**src/ptg_defs.svh**
```systemverilog
// Offsets, field positions, reset values and timing counts of the pattern generator
`ifndef PTG_DEFS_SVH
`define PTG_DEFS_SVH

// Indirect register offsets
`define PTG_OFF_CTL 8'h01
`define PTG_OFF_CFG 8'h02
`define PTG_OFF_DI 8'h03
`define PTG_OFF_LINE1 8'h04
`define PTG_OFF_LINE0 8'h05
`define PTG_OFF_BAR1 8'h06
`define PTG_OFF_BAR0 8'h07
`define PTG_OFF_ACT1 8'h08
`define PTG_OFF_ACT0 8'h09
`define PTG_OFF_TOT1 8'h0a
`define PTG_OFF_TOT0 8'h0b
`define PTG_OFF_PD1 8'h0c
`define PTG_OFF_PD0 8'h0d
`define PTG_OFF_VBP 8'h0e
`define PTG_OFF_VFP 8'h0f
`define PTG_OFF_FIX0 8'h10
`define PTG_OFF_FIX15 8'h1f
`define PTG_OFF_STATUS 8'h20

// Field positions
`define PTG_CTL_EN_BIT 0
`define PTG_CFG_FIXED_BIT 7
`define PTG_CFG_BARS_HI 5
`define PTG_CFG_BARS_LO 4
`define PTG_CFG_BLK_HI 3
`define PTG_CFG_BLK_LO 0
`define PTG_DI_VC_HI 7
`define PTG_DI_VC_LO 6
`define PTG_DI_DT_HI 5
`define PTG_DI_DT_LO 0

// Reset values
`define PTG_RST_CTL 8'h00
`define PTG_RST_CFG 8'h33
`define PTG_RST_DI 8'h24
`define PTG_RST_BYTE 8'h00

// Short packet data types
`define PTG_DT_FS 6'h00
`define PTG_DT_FE 6'h01

// Reference color bar bytes, first to last
`define PTG_BAR_C0 8'haa
`define PTG_BAR_C1 8'h33
`define PTG_BAR_C2 8'hf0
`define PTG_BAR_C3 8'h7f
`define PTG_BAR_C4 8'h55
`define PTG_BAR_C5 8'hcc
`define PTG_BAR_C6 8'h0f
`define PTG_BAR_C7 8'h80

// Timing: clock period and line period unit, both in ns
`define PTG_CLK_NS 5'h04
`define PTG_UNIT_NS 5'h0a

`endif

```
**src/ptg_pkg.sv**
```systemverilog
// Types of the pattern generator
package ptg_pkg;

	typedef enum logic [1:0] {
		PTG_IDLE = 2'b00,
		PTG_HDR = 2'b01,
		PTG_DATA = 2'b10
	} ptg_state_t;

	typedef struct packed {
		logic [7:0] ctl;
		logic [7:0] cfg;
		logic [7:0] di;
		logic [15:0] line_len;
		logic [15:0] bar_len;
		logic [15:0] act;
		logic [15:0] tot;
		logic [15:0] pd;
		logic [7:0] vbp;
		logic [7:0] vfp;
		logic [15:0][7:0] fix;
		logic [7:0] rdata;
	} ptg_regs_t;

	typedef struct packed {
		ptg_state_t state;
		logic [4:0] ns_acc;
		logic [15:0] pd_cnt;
		logic line_pend;
		logic [15:0] line_idx;
		logic frame_on;
		logic in_active;
		logic hdr_short;
		logic [5:0] hdr_dt;
		logic [15:0] hdr_wc;
		logic [7:0] byte_r;
		logic [15:0] byte_cnt;
		logic [15:0] bar_cnt;
		logic [2:0] bar_idx;
		logic [3:0] blk_idx;
	} ptg_core_t;

endpackage

```
**src/ptg_cfg_if.sv**
```systemverilog
// Configuration carried from the register file to the generator core, and status carried back
`timescale 1ns/1ps
interface ptg_cfg_if;
	logic enable;
	logic fixed_mode;
	logic [1:0] bars_log2;
	logic [3:0] blk_size;
	logic [1:0] vc;
	logic [5:0] dt;
	logic [15:0] line_len;
	logic [15:0] bar_len;
	logic [15:0] act;
	logic [15:0] tot;
	logic [15:0] pd;
	logic [7:0] vbp;
	logic [7:0] vfp;
	logic [15:0][7:0] fix;
	logic [7:0] status;

	modport regs (
		output enable, fixed_mode, bars_log2, blk_size, vc, dt, line_len, bar_len,
		output act, tot, pd, vbp, vfp, fix,
		input status
	);
	modport core (
		input enable, fixed_mode, bars_log2, blk_size, vc, dt, line_len, bar_len,
		input act, tot, pd, vbp, vfp, fix,
		output status
	);
endinterface

```
**src/ptg_regs.sv**
```systemverilog
// Indirect register file of the pattern generator
`timescale 1ns/1ps
`include "ptg_defs.svh"
module ptg_regs (
	input wire logic clock_in,
	input wire logic rst_n_in,
	input wire logic [7:0] reg_addr_in,
	input wire logic [7:0] reg_wdata_in,
	input wire logic reg_write_in,
	input wire logic reg_read_in,
	output logic [7:0] reg_rdata_out,
	ptg_cfg_if.regs cfg
);

	ptg_pkg::ptg_regs_t st_r;
	ptg_pkg::ptg_regs_t st_nxt;
	logic [7:0] fix_ofs;

	assign fix_ofs = reg_addr_in - `PTG_OFF_FIX0;

	always_comb begin
		st_nxt = st_r;
		if (reg_write_in) begin
			case (reg_addr_in)
				`PTG_OFF_CTL: st_nxt.ctl = reg_wdata_in;
				`PTG_OFF_CFG: st_nxt.cfg = reg_wdata_in;
				`PTG_OFF_DI: st_nxt.di = reg_wdata_in;
				`PTG_OFF_LINE1: st_nxt.line_len[15:8] = reg_wdata_in;
				`PTG_OFF_LINE0: st_nxt.line_len[7:0] = reg_wdata_in;
				`PTG_OFF_BAR1: st_nxt.bar_len[15:8] = reg_wdata_in;
				`PTG_OFF_BAR0: st_nxt.bar_len[7:0] = reg_wdata_in;
				`PTG_OFF_ACT1: st_nxt.act[15:8] = reg_wdata_in;
				`PTG_OFF_ACT0: st_nxt.act[7:0] = reg_wdata_in;
				`PTG_OFF_TOT1: st_nxt.tot[15:8] = reg_wdata_in;
				`PTG_OFF_TOT0: st_nxt.tot[7:0] = reg_wdata_in;
				`PTG_OFF_PD1: st_nxt.pd[15:8] = reg_wdata_in;
				`PTG_OFF_PD0: st_nxt.pd[7:0] = reg_wdata_in;
				`PTG_OFF_VBP: st_nxt.vbp = reg_wdata_in;
				`PTG_OFF_VFP: st_nxt.vfp = reg_wdata_in;
				default: begin
					if (reg_addr_in >= `PTG_OFF_FIX0 && reg_addr_in <= `PTG_OFF_FIX15) begin
						st_nxt.fix[fix_ofs[3:0]] = reg_wdata_in;
					end
				end
			endcase
		end
		if (reg_read_in) begin
			case (reg_addr_in)
				`PTG_OFF_CTL: st_nxt.rdata = st_r.ctl;
				`PTG_OFF_CFG: st_nxt.rdata = st_r.cfg;
				`PTG_OFF_DI: st_nxt.rdata = st_r.di;
				`PTG_OFF_LINE1: st_nxt.rdata = st_r.line_len[15:8];
				`PTG_OFF_LINE0: st_nxt.rdata = st_r.line_len[7:0];
				`PTG_OFF_BAR1: st_nxt.rdata = st_r.bar_len[15:8];
				`PTG_OFF_BAR0: st_nxt.rdata = st_r.bar_len[7:0];
				`PTG_OFF_ACT1: st_nxt.rdata = st_r.act[15:8];
				`PTG_OFF_ACT0: st_nxt.rdata = st_r.act[7:0];
				`PTG_OFF_TOT1: st_nxt.rdata = st_r.tot[15:8];
				`PTG_OFF_TOT0: st_nxt.rdata = st_r.tot[7:0];
				`PTG_OFF_PD1: st_nxt.rdata = st_r.pd[15:8];
				`PTG_OFF_PD0: st_nxt.rdata = st_r.pd[7:0];
				`PTG_OFF_VBP: st_nxt.rdata = st_r.vbp;
				`PTG_OFF_VFP: st_nxt.rdata = st_r.vfp;
				`PTG_OFF_STATUS: st_nxt.rdata = cfg.status;
				default: begin
					if (reg_addr_in >= `PTG_OFF_FIX0 && reg_addr_in <= `PTG_OFF_FIX15) begin
						st_nxt.rdata = st_r.fix[fix_ofs[3:0]];
					end else begin
						st_nxt.rdata = 8'h00;
					end
				end
			endcase
		end
	end

	always_ff @(posedge clock_in or negedge rst_n_in) begin
		if (!rst_n_in) begin
			st_r <= '0;
			st_r.ctl <= `PTG_RST_CTL;
			st_r.cfg <= `PTG_RST_CFG;
			st_r.di <= `PTG_RST_DI;
		end else begin
			st_r <= st_nxt;
		end
	end

	assign reg_rdata_out = st_r.rdata;
	assign cfg.enable = st_r.ctl[`PTG_CTL_EN_BIT];
	assign cfg.fixed_mode = st_r.cfg[`PTG_CFG_FIXED_BIT];
	assign cfg.bars_log2 = st_r.cfg[`PTG_CFG_BARS_HI:`PTG_CFG_BARS_LO];
	assign cfg.blk_size = st_r.cfg[`PTG_CFG_BLK_HI:`PTG_CFG_BLK_LO];
	assign cfg.vc = st_r.di[`PTG_DI_VC_HI:`PTG_DI_VC_LO];
	assign cfg.dt = st_r.di[`PTG_DI_DT_HI:`PTG_DI_DT_LO];
	assign cfg.line_len = st_r.line_len;
	assign cfg.bar_len = st_r.bar_len;
	assign cfg.act = st_r.act;
	assign cfg.tot = st_r.tot;
	assign cfg.pd = st_r.pd;
	assign cfg.vbp = st_r.vbp;
	assign cfg.vfp = st_r.vfp;

	genvar gi;
	generate
		for (gi = 0; gi < 16; gi++) begin : g_fix
			assign cfg.fix[gi] = st_r.fix[gi];
		end
	endgenerate

endmodule

```
**src/ptg_top.sv**
```systemverilog
// CSI-2 test pattern generator: register file, line timing and packet stream
`timescale 1ns/1ps
`include "ptg_defs.svh"
// Notes on behaviour
// - Color bar or fixed color pattern selectable
// - Default eight bars in fixed byte order
// - Last bar stretches to fill line
// - One, two, four or eight bars
// - Line and bar lengths in bytes
// - Programmed data type in long packets, programmed channel in all packets
// - Active and total lines per frame
// - Line starts paced in 10 ns units
// - Front porch blank lines before frame end
// - Back porch blank lines after frame start
// - Formatted packets straight to transmitter
// - Fixed mode shares all dimension settings
// - Fixed bars alternate data and inverse
// - Fixed block up to sixteen bytes
// - Sixteen programmable block byte registers
module ptg_top (
	input wire logic clock_in,
	input wire logic rst_n_in,
	input wire logic [7:0] reg_addr_in,
	input wire logic [7:0] reg_wdata_in,
	input wire logic reg_write_in,
	input wire logic reg_read_in,
	output logic [7:0] reg_rdata_out,
	output logic hdr_valid_out,
	input wire logic hdr_ready_in,
	output logic hdr_short_out,
	output logic [5:0] hdr_dt_out,
	output logic [1:0] hdr_vc_out,
	output logic [15:0] hdr_wc_out,
	output logic data_valid_out,
	input wire logic data_ready_in,
	output logic [7:0] data_byte_out,
	output logic data_last_out
);

	////////////////////////////////////////////////////////////////////////////////
	// Reset release
	logic rst_meta_r;
	logic rst_sync_r;

	always_ff @(posedge clock_in or negedge rst_n_in) begin
		if (!rst_n_in) begin
			rst_meta_r <= 1'b0;
			rst_sync_r <= 1'b0;
		end else begin
			rst_meta_r <= 1'b1;
			rst_sync_r <= rst_meta_r;
		end
	end

	////////////////////////////////////////////////////////////////////////////////
	// Registers
	ptg_cfg_if cfg ();

	ptg_regs u_regs (
		.clock_in(clock_in),
		.rst_n_in(rst_sync_r),
		.reg_addr_in(reg_addr_in),
		.reg_wdata_in(reg_wdata_in),
		.reg_write_in(reg_write_in),
		.reg_read_in(reg_read_in),
		.reg_rdata_out(reg_rdata_out),
		.cfg(cfg.regs)
	);

	////////////////////////////////////////////////////////////////////////////////
	// Pattern byte lookup
	function automatic logic [7:0] ptg_pattern(input logic fixed, input logic [2:0] bar,
		input logic [3:0] blk, input logic [15:0][7:0] fix);
		logic [7:0] v;
		v = 8'h00;
		if (fixed) begin
			v = fix[blk] ^ {8{bar[0]}};
		end else begin
			case (bar)
				3'h0: v = `PTG_BAR_C0;
				3'h1: v = `PTG_BAR_C1;
				3'h2: v = `PTG_BAR_C2;
				3'h3: v = `PTG_BAR_C3;
				3'h4: v = `PTG_BAR_C4;
				3'h5: v = `PTG_BAR_C5;
				3'h6: v = `PTG_BAR_C6;
				default: v = `PTG_BAR_C7;
			endcase
		end
		return v;
	endfunction

	////////////////////////////////////////////////////////////////////////////////
	// Core state
	ptg_pkg::ptg_core_t st_r;
	ptg_pkg::ptg_core_t st_nxt;

	logic [2:0] last_bar;
	logic [3:0] last_blk;
	logic [16:0] first_act;
	logic [16:0] last_act;
	logic [16:0] fe_line;
	logic [16:0] idx_w;
	logic [15:0] pd_end;
	logic [4:0] acc_sum;
	logic tick_10ns;
	logic line_go;
	logic is_start;
	logic is_active;
	logic is_end;
	logic is_wrap;
	logic hdr_go;
	logic hdr_short_sel;
	logic [5:0] hdr_dt_sel;
	logic [15:0] hdr_wc_sel;
	logic last_take;
	logic bar_step;
	logic [2:0] bar_idx_nxt;
	logic [15:0] bar_cnt_nxt;
	logic [3:0] blk_idx_nxt;

	always_comb begin
		case (cfg.bars_log2)
			2'h0: last_bar = 3'h0;
			2'h1: last_bar = 3'h1;
			2'h2: last_bar = 3'h3;
			default: last_bar = 3'h7;
		endcase
	end

	assign last_blk = (cfg.blk_size == 4'h0) ? 4'hf : cfg.blk_size - 4'h1;
	assign first_act = {9'h000, cfg.vbp} + 17'h00001;
	assign last_act = {9'h000, cfg.vbp} + {1'b0, cfg.act};
	assign fe_line = last_act + {9'h000, cfg.vfp} + 17'h00001;
	assign idx_w = {1'b0, st_r.line_idx};
	assign pd_end = (cfg.pd == 16'h0000) ? 16'h0000 : cfg.pd - 16'h0001;
	assign acc_sum = st_r.ns_acc + `PTG_CLK_NS;
	assign tick_10ns = (acc_sum >= `PTG_UNIT_NS);

	////////////////////////////////////////////////////////////////////////////////
	// Line classification
	assign line_go = st_r.line_pend && (st_r.line_idx != 16'h0000 || cfg.enable);
	assign is_start = (st_r.line_idx == 16'h0000);
	assign is_active = (idx_w >= first_act) && (idx_w <= last_act);
	assign is_end = (idx_w == fe_line);
	assign is_wrap = (idx_w + 17'h00001 >= {1'b0, cfg.tot}) && (idx_w >= fe_line);

	always_comb begin
		hdr_go = 1'b0;
		hdr_short_sel = 1'b1;
		hdr_dt_sel = `PTG_DT_FS;
		hdr_wc_sel = 16'h0000;
		if (is_start) begin
			hdr_go = 1'b1;
		end else if (is_active) begin
			hdr_go = 1'b1;
			hdr_short_sel = 1'b0;
			hdr_dt_sel = cfg.dt;
			hdr_wc_sel = cfg.line_len;
		end else if (is_end) begin
			hdr_go = 1'b1;
			hdr_dt_sel = `PTG_DT_FE;
		end
	end

	////////////////////////////////////////////////////////////////////////////////
	// Byte stepping
	assign last_take = (st_r.byte_cnt == st_r.hdr_wc - 16'h0001);
	assign bar_step = (st_r.bar_cnt + 16'h0001 >= cfg.bar_len) && (st_r.bar_idx != last_bar);
	assign bar_idx_nxt = bar_step ? st_r.bar_idx + 3'h1 : st_r.bar_idx;
	assign bar_cnt_nxt = bar_step ? 16'h0000 : st_r.bar_cnt + 16'h0001;

	always_comb begin
		if (bar_step || st_r.blk_idx == last_blk) begin
			blk_idx_nxt = 4'h0;
		end else begin
			blk_idx_nxt = st_r.blk_idx + 4'h1;
		end
	end

	////////////////////////////////////////////////////////////////////////////////
	// Sequencer
	always_comb begin
		st_nxt = st_r;

		case (st_r.state)
			ptg_pkg::PTG_IDLE: begin
				if (line_go) begin
					st_nxt.line_pend = 1'b0;
					st_nxt.in_active = hdr_go && !hdr_short_sel;
					if (hdr_go) begin
						st_nxt.state = ptg_pkg::PTG_HDR;
						st_nxt.hdr_short = hdr_short_sel;
						st_nxt.hdr_dt = hdr_dt_sel;
						st_nxt.hdr_wc = hdr_wc_sel;
					end
					if (is_start) begin
						st_nxt.frame_on = 1'b1;
					end else if (is_end) begin
						st_nxt.frame_on = 1'b0;
					end
					if (is_wrap) begin
						st_nxt.line_idx = 16'h0000;
					end else begin
						st_nxt.line_idx = st_r.line_idx + 16'h0001;
					end
				end else if (st_r.line_pend) begin
					// Halted at line zero: a stale tick would start the next frame off period
					st_nxt.line_pend = 1'b0;
				end
			end
			ptg_pkg::PTG_HDR: begin
				if (hdr_ready_in) begin
					st_nxt.byte_cnt = 16'h0000;
					st_nxt.bar_cnt = 16'h0000;
					st_nxt.bar_idx = 3'h0;
					st_nxt.blk_idx = 4'h0;
					st_nxt.byte_r = ptg_pattern(cfg.fixed_mode, 3'h0, 4'h0, cfg.fix);
					if (st_r.hdr_short || st_r.hdr_wc == 16'h0000) begin
						st_nxt.state = ptg_pkg::PTG_IDLE;
					end else begin
						st_nxt.state = ptg_pkg::PTG_DATA;
					end
				end
			end
			ptg_pkg::PTG_DATA: begin
				if (data_ready_in) begin
					if (last_take) begin
						st_nxt.state = ptg_pkg::PTG_IDLE;
					end else begin
						st_nxt.byte_cnt = st_r.byte_cnt + 16'h0001;
						st_nxt.bar_idx = bar_idx_nxt;
						st_nxt.bar_cnt = bar_cnt_nxt;
						st_nxt.blk_idx = blk_idx_nxt;
						st_nxt.byte_r = ptg_pattern(cfg.fixed_mode, bar_idx_nxt,
							blk_idx_nxt, cfg.fix);
					end
				end
			end
			default: begin
				st_nxt.state = ptg_pkg::PTG_IDLE;
			end
		endcase

		// line period timer
		// Last in the process so a tick in a consuming cycle is kept
		st_nxt.ns_acc = tick_10ns ? acc_sum - `PTG_UNIT_NS : acc_sum;
		if (tick_10ns) begin
			if (st_r.pd_cnt >= pd_end) begin
				st_nxt.pd_cnt = 16'h0000;
				st_nxt.line_pend = 1'b1;
			end else begin
				st_nxt.pd_cnt = st_r.pd_cnt + 16'h0001;
			end
		end
	end

	always_ff @(posedge clock_in or negedge rst_sync_r) begin
		if (!rst_sync_r) begin
			st_r <= '0;
			st_r.state <= ptg_pkg::PTG_IDLE;
		end else begin
			st_r <= st_nxt;
		end
	end

	////////////////////////////////////////////////////////////////////////////////
	// Outputs
	assign hdr_valid_out = (st_r.state == ptg_pkg::PTG_HDR);
	assign hdr_short_out = st_r.hdr_short;
	assign hdr_dt_out = st_r.hdr_dt;
	assign hdr_vc_out = cfg.vc;
	assign hdr_wc_out = st_r.hdr_wc;
	assign data_valid_out = (st_r.state == ptg_pkg::PTG_DATA);
	assign data_byte_out = st_r.byte_r;
	assign data_last_out = data_valid_out && last_take;
	assign cfg.status = {st_r.frame_on, st_r.in_active, 4'h0, st_r.state};

endmodule

```
**config.mk**
```make
export PLATFORM = sky130hd
export DESIGN_NAME = ptg_top
export DESIGN_NICKNAME = d
export VERILOG_FILES = /design/src/ptg_pkg.sv /design/src/ptg_cfg_if.sv /design/src/ptg_regs.sv /design/src/ptg_top.sv
export VERILOG_INCLUDE_DIRS = /design/src
export SDC_FILE = /design/constraint.sdc
export NUM_CORES = 1
export LEC_CHECK = 0
export ABC_AREA = 1
export BUFFER_PORTS_ARGS = -buffer_cell sky130_fd_sc_hd__buf_2
export CAP_MARGIN = 15
export CORE_ASPECT_RATIO = 1.25
export CORE_MARGIN = 2
export CORE_UTILIZATION = 45
export DETAILED_ROUTE_END_ITERATION = 12
export PLACE_DENSITY_LB_ADDON = 0.25
export SLEW_MARGIN = 10
export SYNTH_ARGS = -nofsm -noshare
export SYNTH_HDL_FRONTEND = slang
export SYNTH_SLANG_ARGS = --single-unit
```
**constraint.sdc**
```tcl
create_clock -name clock_in -period 13.4 [get_ports clock_in]
set_input_delay 1.34 -clock clock_in [delete_from_list [all_inputs] [get_ports clock_in]]
set_output_delay 1.34 -clock clock_in [all_outputs]
set_load 0.02 [all_outputs]
```
==> metrics.txt, run 1 <==
Critical Path RT 13.87 ns; R2R depth 32; Worst Slack Setup Final between 7 and 8 ns; met3 wire length 4250 um; sequential cell area 9250 um^2; CTS Buffer Depth 3; GRT Util Overall between 20% and 30%; largest area contributor in the netlist dfrtp_1; Net Sw Frac 41.3%; Tmin final 5.59 ns; DRC 0; clk_lat worst skew a little under 0.6 ns; net switching power 0.00162 W; CTS H-tree depth 2; pwr/cell area approximately 160 nW/um^2; most frequent cell after synthesis nand2_1; WP data arrival 6.06 ns; internal power about 0.0023 W; Post-synth top cells nand2_1, dfrtp_1, o21ai_0; Die Area 53100 um^2; DR iter-0 viols 1885; Post-Route Setup TNS 0 ns; fill count 4892; RSZ-0062 raised after global routing false; hold depth 0; CTS tree yes; maximum vdd drop 112 uV; LEAKAGE between 10 and 15 nW; Post-synth EDFFs 0; Slowest-stage cell, CP inv_1; Max Freq 179 MHz; root buf cell clkbuf_16; DRT Pass-1 Iters 6; dpl hpwl 53500 um; hold buffers post-CTS 0; via/cell ratio 5.73; Worst R2R Start st_r[7]; Least-Margin Pin Slew approximately 1.3 ns; Final Cycle Share 41.7%; Crit path largest cell delay 0.70 ns; DR top layer met4; Die W 206 um; Syn. warnings 0; clock transition at the registers of the reported paths 0.06 ns; Initial Util 45.6%; Hold Crit Endpoint rst_sync_r; vias 21100; Finished Core Util 49.1%; WL final 73700 um; skew final roughly 0.043 ns; dominant synthesized flop cell dfrtp_1; met2 WL 35000 um; Seq/Total Area, Yosys 40.1%; nets 3135; GRT overflow 0; post-synth top area share between 30 and 40%; CTS-repair resized insts 0; GPL Wtd Cong 0.955; CP dominant cell by count nand3_1; worst slack at placement 7.99 ns; reg2reg end data_byte_out[0]; clock network fraction of total power 27.6%; Gate Count Post-Synth 3028; Final setup viols 0; Crit Path Category flop to flop; Crit. End Element flop; antenna-violating nets left 0; IO buf count 65; Comb power frac 37.1%; fin cells about 3700; Post-CTS Setup Bufs 0; dpl cells 3605; critical path launch point type flop; asr flop ratio synth 100%; global-route wire length before repair 116000 um; Die Span Y 257 um; share of cells above drive strength 1 6.86%; Area growth, synth to finish 7.67%; Syn Nets 3174; Post-Syn Area 23000 um^2; Core ar. just over 50000 um^2; number of global-route vias before repair 20300; post-synthesis average cell area between 7 and 8 um^2; initial antenna violation count 2; pin count of the biggest net entering global routing between 150 and 200; hold crit path type flop to flop; Sequential Power Share 35.3%; Pins Over Slew Limit 0; relative slew slack around 14%; final hold vios 0; synth unique cells 68; metal1 wirelength 30500 um; WHS 0.351 ns; IO Pins 66; Seq cells post-synth 369; Site Rows 92; worst-path maximum fanout 42; CTS sink cnt 369; CTS Buf Count 40; status finished clean; Hold Path Origin rst_meta_r; flop2flop setup slack roughly 7.8 ns; routed wire length per instance between 20 and 25 um; Max Cap Violations 0; multi-input combinational cell area approximately 12000 um^2; top post-synthesis cells by area dfrtp_1, nand2_1, o21ai_0, ha_1, inv_1
[power by group through the flow]
stage,Clock (W),Combinational [W],Sequential [W]
floorplan,0,0.00109,0.00136
global placement,0,0.00140,0.00140
detailed placement,0,0.00143,0.00140
CTS,0.00110,0.00144,0.00138
global route,0.00115,0.00162,0.00140
finish,0.00108,0.00146,0.00138
[critical path: cells and delay by family, from the launching register on]
| family | cells | cell delay, ns |
|---|---|---|
| and+or+nand+nor | 20 | 2.47 |
| DFF | 1 | 0.37 |
| adders and majority gates | 2 | 0.46 |
| xor gates and xnor gates | 1 | 0.22 |
| buffers and inverters | 7 | 1.69 |
| AOI/OAI and AO/OA | 2 | 0.20 |
[placed cells by master (no fill, tap or decap), drive strengths merged, types with 8 or more instances in the layout]
| master | Yosys | final |
|---|---|---|
| nand2 | 705 | 705 |
| a221oi | 19 | 19 |
| o31ai | 8 | 8 |
| clkbuf | 94 | 56 |
| a21oi | 135 | 135 |
| o22ai | 77 | 77 |
| nor3b | 9 | 9 |
| nor2 | 230 | 230 |
| or2 | 9 | 9 |
| xor2 | 78 | 78 |
| nor3 | 58 | 58 |
| nor4 | 15 | 15 |
| buf | 78 | 91 |
| o21ai | 315 | 315 |
| clkinv | 5 | 19 |
| ha | 122 | 122 |
| dfrtp | 363 | 363 |
| nand3 | 219 | 219 |
| nand4 | 87 | 87 |
| inv | 307 | 307 |
| xnor2 | 23 | 23 |
[cells by family after synthesis]
family	after synthesis	share of synthesized area, %
simple gates	1344	25.6
compound gates	605	14.7
buf+inv	484	8.82
flops	369	40.1
fa+ha+maj	124	6.80
xor+xnor	101	4.02
other cells	1	0.0163
[routing by layer]
layer / global-route usage, % / up-vias
li1: - / 10100
met1: 36.7 / 10100
met2: 46.1 / 743
met5: 0 / -
met3: 3.46 / 166
met4: 13.7 / 0
[final cells by class]
cell class / count / area share [%]
flip-flops and latches: 369 / 37.3
diodes: 1 / 0.0101
well taps: 658 / 3.32
clock inverters: 16 / 0.585
repair buffers: 91 / 2.15
clock buffers: 56 / 4.48
inverters: 312 / 4.72
multi-input cells: 2175 / 47.5
[through the flow]
| stage | instance area (um^2) | power (W) |
|---|---|---|
| after floorplan | 23000 | 0.00245 |
| after global placement | 23600 | 0.00279 |
| after detailed placement | 23600 | 0.00283 |
| after CTS | 24800 | 0.00392 |
| after global routing | 24800 | 0.00417 |
| final | 24800 | 0.00392 |
[state kept, by name, summed over array words and instances (netlist names), 8 cells and up]
name and count:
u_regs.cfg.tot 16, u_regs.cfg.line_len 16, u_regs.cfg.act 16, u_regs.cfg.fix 128
u_regs.cfg.vbp 8, idx_w 16, u_regs.cfg.vfp 8, hdr_wc_out 16
u_regs.st_r 8, u_regs.cfg.bar_len 16, st_r 60, u_regs.cfg.pd 16
data_byte_out 8, u_regs.reg_rdata_out 8
[worst max path at each step]
stage / end / startpoint / slack, ns
2_1_floorplan: cfg.status[0] / rst_sync_r / 2.36
3_3_place_gp: data_byte_out[0] / st_r[7] / 8.07
3_5_place_dp: data_byte_out[0] / st_r[9] / 7.99
4_1_cts: data_byte_out[0] / st_r[9] / 7.90
5_1_grt: data_byte_out[2] / st_r[9] / 7.36
6_report: data_byte_out[0] / st_r[7] / 7.81
Power figures use the tool's default switching activity.
==> run 2, diff against run 1 <==
ABC_AREA = 0   (was 1)
clock period = 5.7 ns   (was 13.4 ns; I/O delays follow)
==> metrics.txt, run 2 <==
clock transition at the registers of the reported paths 0.06 ns (about the same); synth unique cells 95 (was 68); WP data arrival 5.79 ns (was 6.06 ns); net switching power 0.00295 W (was 0.00162 W); Core ar. 50600 um^2 (was 50500 um^2); Post-Syn Area 23100 um^2 (was 23000 um^2); DRC 0 (unchanged); R2R depth 18 (was 32); most frequent cells in the layout dfrtp_1, mux2_2, nand2_1, ha_1, nor2_1 (was nand2_1, dfrtp_1, o21ai_0, inv_1, nor2_1); Gate Count Post-Synth 2198 (was 3028); Syn. warnings 0 (unchanged); routed wire length per instance 24.5 um (was 20.0 um); reg2reg end data_byte_out[1] (was data_byte_out[0]); global-route wire length before repair 109000 um (was 116000 um); worst setup path start st_r[7] (unchanged); Max Freq 188 MHz (was 179 MHz); GRT Util Overall 26.7% (was 28.1%); clk_lat worst skew 0.59 ns (about the same); Worst Slack Setup Final 0.381 ns (was 7.81 ns); Die W 207 um (was 206 um); status finished clean (unchanged); RSZ-0062 raised after global routing false (unchanged); number of global-route vias before repair 18200 (was 20300); Syn Nets 2344 (was 3174); skew final 0.0334 ns (was 0.0431 ns); CTS H-tree depth 2 (unchanged); worst-path cell chain ha_1, and3_1, nand3_1, nor2_1, nand3_1, xnor2_1, ha_1, nand4_1, inv_1, a21oi_1, o31ai_2, buf_4, a21oi_1, o21ai_0, o22ai_1, mux2i_1, a21oi_1, or2_2; Seq/Total Area, Yosys 39.9% (was 40.1%); internal power 0.00560 W (was 0.00230 W); most frequent cell after synthesis dfrtp_1 (was nand2_1); Crit Path Category flop to flop (unchanged); Pins Over Slew Limit 0 (unchanged); final hold vios 0 (unchanged); relative slew slack 18.1% (was 14.2%); asr flop ratio synth 100% (unchanged); Final Cycle Share 93.3% (was 41.7%); largest area contributor in the netlist dfrtp_1 (unchanged); CTS Buf Count 42 (was 40); DR iter-0 viols 1605 (was 1885); top post-synthesis cells by area dfrtp_1, mux2_2, ha_1, mux4_2, nand2_1 (was dfrtp_1, nand2_1, o21ai_0, ha_1, inv_1); Post-synth top cells dfrtp_1, mux2_2, nand2_1 (was nand2_1, dfrtp_1, o21ai_0); Pwr Total 0.00855 W (was 0.00392 W); share of cells above drive strength 1 23.0% (was 6.86%); post-synthesis average cell area 10.5 um^2 (was 7.61 um^2); commonest non-fill, non-tap cell in the layout dfrtp_1 (was nand2_1); post-synth top area share 39.3% (was 39.4%); Tmin final 5.32 ns (was 5.59 ns); IO Pins 66 (unchanged); Crit. End Element flop (unchanged); Slowest-stage cell, CP a21oi_1 (was inv_1); dominant synthesized flop cell dfrtp_1 (unchanged); hold crit path type input pin to flop (was flop to flop); Sequential Power Share 36.6% (was 35.3%); DRT Pass-1 Iters 6 (unchanged); worst-path maximum fanout 10 (was 42); number of buffers and inverters on the critical path 2 (was 7); Crit path largest cell delay 0.87 ns (was 0.70 ns); Final setup viols 0 (unchanged); Max Cap Violations 0 (unchanged); Critical Path RT 6.17 ns (was 13.87 ns); Die Area 53300 um^2 (was 53100 um^2); Finished Core Util 50.3% (was 49.1%); Site Rows 92 (unchanged); nets 2346 (was 3135); Die Span Y 258 um (was 257 um); Worst R2R Start st_r[7] (unchanged); Crit path depth 18 (was 32); worst slack at placement -0.00336 ns (was 7.99 ns); Post-Route Setup TNS 0 ns (unchanged); via/cell ratio 6.28 (was 5.73); root buf cell clkbuf_16 (unchanged); Least-Margin Pin Slew 1.22 ns (was 1.25 ns); CTS sink cnt 369 (unchanged); clock network fraction of total power 35.6% (was 27.6%); Initial Util 45.7% (was 45.6%); pwr/cell area 336 nW/um^2 (was 158 nW/um^2); GRT overflow 0 (unchanged); max reg flops 128 (unchanged); CP dominant cell by count a21oi_1 (was nand3_1); critical path launch point type flop (unchanged); pin count of the biggest net entering global routing 172 (was 180); worst setup path endpoint data_byte_out[1] (was data_byte_out[0]); Net Sw Frac 34.5% (was 41.3%); Comb power frac 27.9% (was 37.1%); Post-synth EDFFs 0 (unchanged); vias 18100 (was 21100); dpl hpwl 50400 um (was 53500 um); CTS tree yes (unchanged); LEAKAGE 11.8 nW (was 11.7 nW); CTS Buffer Depth 3 (unchanged); flop2flop setup slack 0.38 ns (was 7.81 ns); IO buf count 65 (unchanged); WL final 70900 um (was 73700 um); ANT cells 0 (was 1); antenna-violating nets left 0 (unchanged); GPL Wtd Cong 0.914 (was 0.955); cell family with most CP delay compound AO/OA/AOI/OAI gates (was simple AND/OR/NAND/NOR gates); Area growth, synth to finish 10.1% (was 7.67%); maximum vdd drop 251 uV (was 112 uV); Seq cells post-synth 369 (unchanged); initial antenna violation count 2 (unchanged)
[run 2: repair_timing]
item | 4_1_cts | 5_1_grt
pin swaps | 0 | 1
cloned | 0 | 1
resized for setup | 1 | 9
endpoints found under the setup margin | 1 | 38
buffers inserted | 0 | 3
hold buffers | 1 | 0
endpoints found under the hold margin | 2 | 0
[run 2: final cells by class]
class                           instances  area (um^2)
Timing Repair Buffer                  100          616
Clock buffer                           55         1190
Sequential cell                       369         9250
Multi-Input combinational cell       1598        12900
Inverter                               89          334
Tap cell                              658          823
Clock inverter                         22          362
Fill cell                            4568        25200
[run 2: metrics by stage]
| step | cell area, um^2 | hold slack (ns) | cells |
|---|---|---|---|
| global route | 25500 | 0.246 | 2891 |
| global placement | 23800 | 0.279 | 2809 |
| detailed placement | 23800 | 0.282 | 2809 |
| CTS | 25400 | 0.221 | 2887 |
| floorplan | 23100 | 0.274 | 2198 |
| finish | 25500 | 0.253 | 2891 |
[run 2: power groups by stage]
stage	Combinational, W	Sequential [W]	Clock [W]
after global placement	0.00230	0.00316	0
after global routing	0.00260	0.00316	0.00318
after floorplan	0.00171	0.00307	0
final	0.00238	0.00313	0.00304
after detailed placement	0.00234	0.00317	0
after CTS	0.00236	0.00312	0.00308
[run 2: how the worst min path moves through the flow]
| stage | to | from | slack (ns) | cells after the start |
|---|---|---|---|---|
| 3_5_place_dp | u_regs.reg_rdata_out[6] | rst_sync_r | 0.28 | 0 |
| 6_report | cfg.status[0] | hdr_ready_in | 0.25 | 2 |
| 2_1_floorplan | rst_meta_r | rst_n_in | 0.27 | 0 |
| 3_3_place_gp | u_regs.reg_rdata_out[5] | rst_sync_r | 0.28 | 0 |
| 4_1_cts | cfg.status[0] | hdr_ready_in | 0.22 | 2 |
| 5_1_grt | cfg.status[0] | hdr_ready_in | 0.25 | 2 |
[run 2: cells by family (layout without fill, tap and decap cells)]
group                    count (synthesis)  in the layout  synth area share [%]
multiplexers                           323            323                  17.6
flip-flops                             369            369                  39.9
XOR/XNOR                               131            131                  4.96
adder cells (fa/ha/maj)                124            124                  6.77
other                                    1              1                0.0162
buffers and inverters                  232            266                  4.53
AND/OR/NAND/NOR                        551            552                  11.8
AO/OA/AOI/OAI                          467            467                  14.4
[run 2: per-layer routing]
metal	up-vias	track usage (%)	wire [um]
li1	8134	-	-
met1	9163	33.0	28300
met2	647	45.2	34800
met3	201	4.08	3810
met4	2	13.1	3990
met5	-	0	13
==> run 3, diff against run 2 <==
RECOVER_POWER = 25   (was not set)
==> metrics.txt, run 3 (synthesis results as in run 2) <==
status finished, violations left (was finished clean); failing checks capacitance limit, slew limit; RSZ-0062 raised after global routing false (unchanged); fill count 4573 (was 4568); routed wire length per instance 24.5 um (about the same); WHS 0.254 ns (was 0.253 ns); Max Cap Violations 3 (was 0); maximum vdd drop 251 uV (about the same); critical path launch point type flop (unchanged); DRC 0 (unchanged); skew final 0.0322 ns (was 0.0334 ns); Top Usage Layer GRT met2 (unchanged); WL final 70900 um (about the same); share of cells above drive strength 1 22.6% (was 23.0%); Crit Path Category flop to flop (unchanged); via/cell ratio 6.27 (was 6.28); pin count of the biggest net entering global routing 172 (unchanged); root buf cell clkbuf_16 (unchanged); dpl cells 2809 (unchanged); GRT Util Overall 26.7% (unchanged); Initial Util 45.7% (unchanged); Die W 207 um (unchanged); vias 18100 (about the same); IO buf count 65 (unchanged); GRT overflow 0 (unchanged); CTS sink cnt 369 (unchanged); clk_lat worst skew 0.59 ns (about the same); Die Area 53300 um^2 (unchanged); CTS Buf Count 42 (unchanged); Pins Over Slew Limit 383 (was 0); final hold vios 0 (unchanged); GPL Wtd Cong 0.914 (unchanged); met3 usage 4.08% (unchanged); global-route wire length before repair 109000 um (unchanged); Area growth, synth to finish 9.94% (was 10.1%); Crit. End Element flop (unchanged); Max Freq 189 MHz (was 188 MHz); worst-path maximum fanout 22 (was 10); Pwr Total 0.00854 W (was 0.00855 W); Final setup viols 0 (unchanged); Core ar. 50600 um^2 (unchanged); nets 2346 (unchanged); ANT cells 0 (unchanged); fin cells 2891 (unchanged); initial antenna violation count 2 (unchanged); most frequent cells in the layout dfrtp_1, mux2_2, nand2_1, ha_1, nor2_1 (unchanged); CTS tree yes (unchanged); hold crit path type input pin to flop (unchanged); Least-Margin Pin Slew 2.50 ns (was 1.22 ns); CTS H-tree depth 2 (unchanged); CTS Buffer Depth 3 (unchanged); GR Layer Usage met1 33.0% (unchanged); final instance area 25400 um^2 (was 25500 um^2); clock transition at the registers of the reported paths 0.06 ns (about the same); relative slew slack -66.9% (was 18.1%); IO Pins 66 (unchanged); max reg flops 128 (unchanged); Finished Core Util 50.2% (was 50.3%); WP data arrival 5.74 ns (was 5.79 ns); commonest non-fill, non-tap cell in the layout dfrtp_1 (unchanged); number of global-route vias before repair 18200 (unchanged); Site Rows 92 (unchanged); GR Util met2 45.2% (unchanged); dpl hpwl 50400 um (unchanged); DRT Pass-1 Iters 6 (unchanged); pwr/cell area 336 nW/um^2 (about the same); Tmin final 5.29 ns (was 5.32 ns); Critical Path RT 6.15 ns (was 6.17 ns); DR iter-0 viols 1525 (was 1605); Placed Area 23800 um^2 (unchanged); Final Cycle Share 92.8% (was 93.3%); LEAKAGE 11.8 nW (about the same); flop2flop setup slack 0.41 ns (was 0.38 ns); antenna-violating nets left 0 (unchanged); Die Span Y 258 um (unchanged)
==> run 3: metal layers <==
metal	vias to the layer above	share of wire (%)
li1	8149	-
met1	9092	39
met2	694	49
met3	186	5.9
met4	2	5.4
met5	-	0.018
==> run 3: layout make-up <==
class | count | area [um^2] | share of cell area [%]
inverter | 89 | 334 | 1.31
sequential | 369 | 9240 | 36.3
multi-input combinational | 1598 | 12900 | 50.7
tap | 658 | 823 | 3.24
clock inverter | 22 | 362 | 1.42
clock buffer | 55 | 1190 | 4.68
timing repair buffer | 100 | 577 | 2.27
==> run 3: metrics by stage <==
stage | setup WS (ns) | TNS, ns
final | 0.409 | 0
after global routing | 0.0165 | 0
after CTS | 0.116 | 0
after detailed placement | -0.00336 | -0.00336
after global placement | 0.191 | 0
after floorplan | 0.576 | 0
==> run 3: where the power goes <==
| part | switching (W) | internal [W] | total (W) |
|---|---|---|---|
| sequential | 0.000291 | 0.00284 | 0.00313 |
| clock | 0.00118 | 0.00185 | 0.00303 |
| combinational | 0.00147 | 0.000912 | 0.00238 |
| total | 0.00294 | 0.00560 | 0.00854 |
==> run 3: worst max-delay path, stage by stage, from the launching register on <==
cell	delay (ns)
dfrtp_2	0.39
ha_2	0.19
inv_1	0.05
fa_1	0.40
nor2b_1	0.13
o21ai_1	0.10
a21boi_1	0.18
o21ai_0	0.09
nand2b_1	0.12
xor2_2	0.21
ha_4	0.24
a21o_1	0.16
a31o_2	0.22
a21o_1	0.20
nand2_1	0.12
nor3_1	0.07
xor2_1	0.16
ha_1	0.29
nand4_1	0.12
nor2_2	0.15
nand2_1	0.09
nor3_2	0.20
or3b_1	0.51
a31o_2	0.46
a22o_1	0.30
==> run 3: path summary, 6_finish.rpt <==
check                           cells after the start               from           endpoint
worst min-delay path                                2       hdr_ready_in      cfg.status[0]
max in group asynchronous                           1         rst_sync_r  u_regs.cfg.vbp[0]
min in group asynchronous                           2           rst_n_in         rst_meta_r
worst max register to register                     24  u_regs.cfg.vbp[0]      hdr_dt_out[5]
worst min register to register                      0         rst_meta_r         rst_sync_r
worst max-delay path                               24  u_regs.cfg.vbp[0]      hdr_dt_out[5]
==> run 3: what timing repair did <==
| action | CTS | global route |
|---|---|---|
| pin swaps | 0 | 1 |
| resized for setup | 1 | 9 |
| gates cloned | 0 | 1 |
| buffers inserted | 0 | 3 |
| setup endpoints to repair | 1 | 38 |
| hold buffers | 1 | 0 |
| hold endpoints to repair | 2 | 0 |
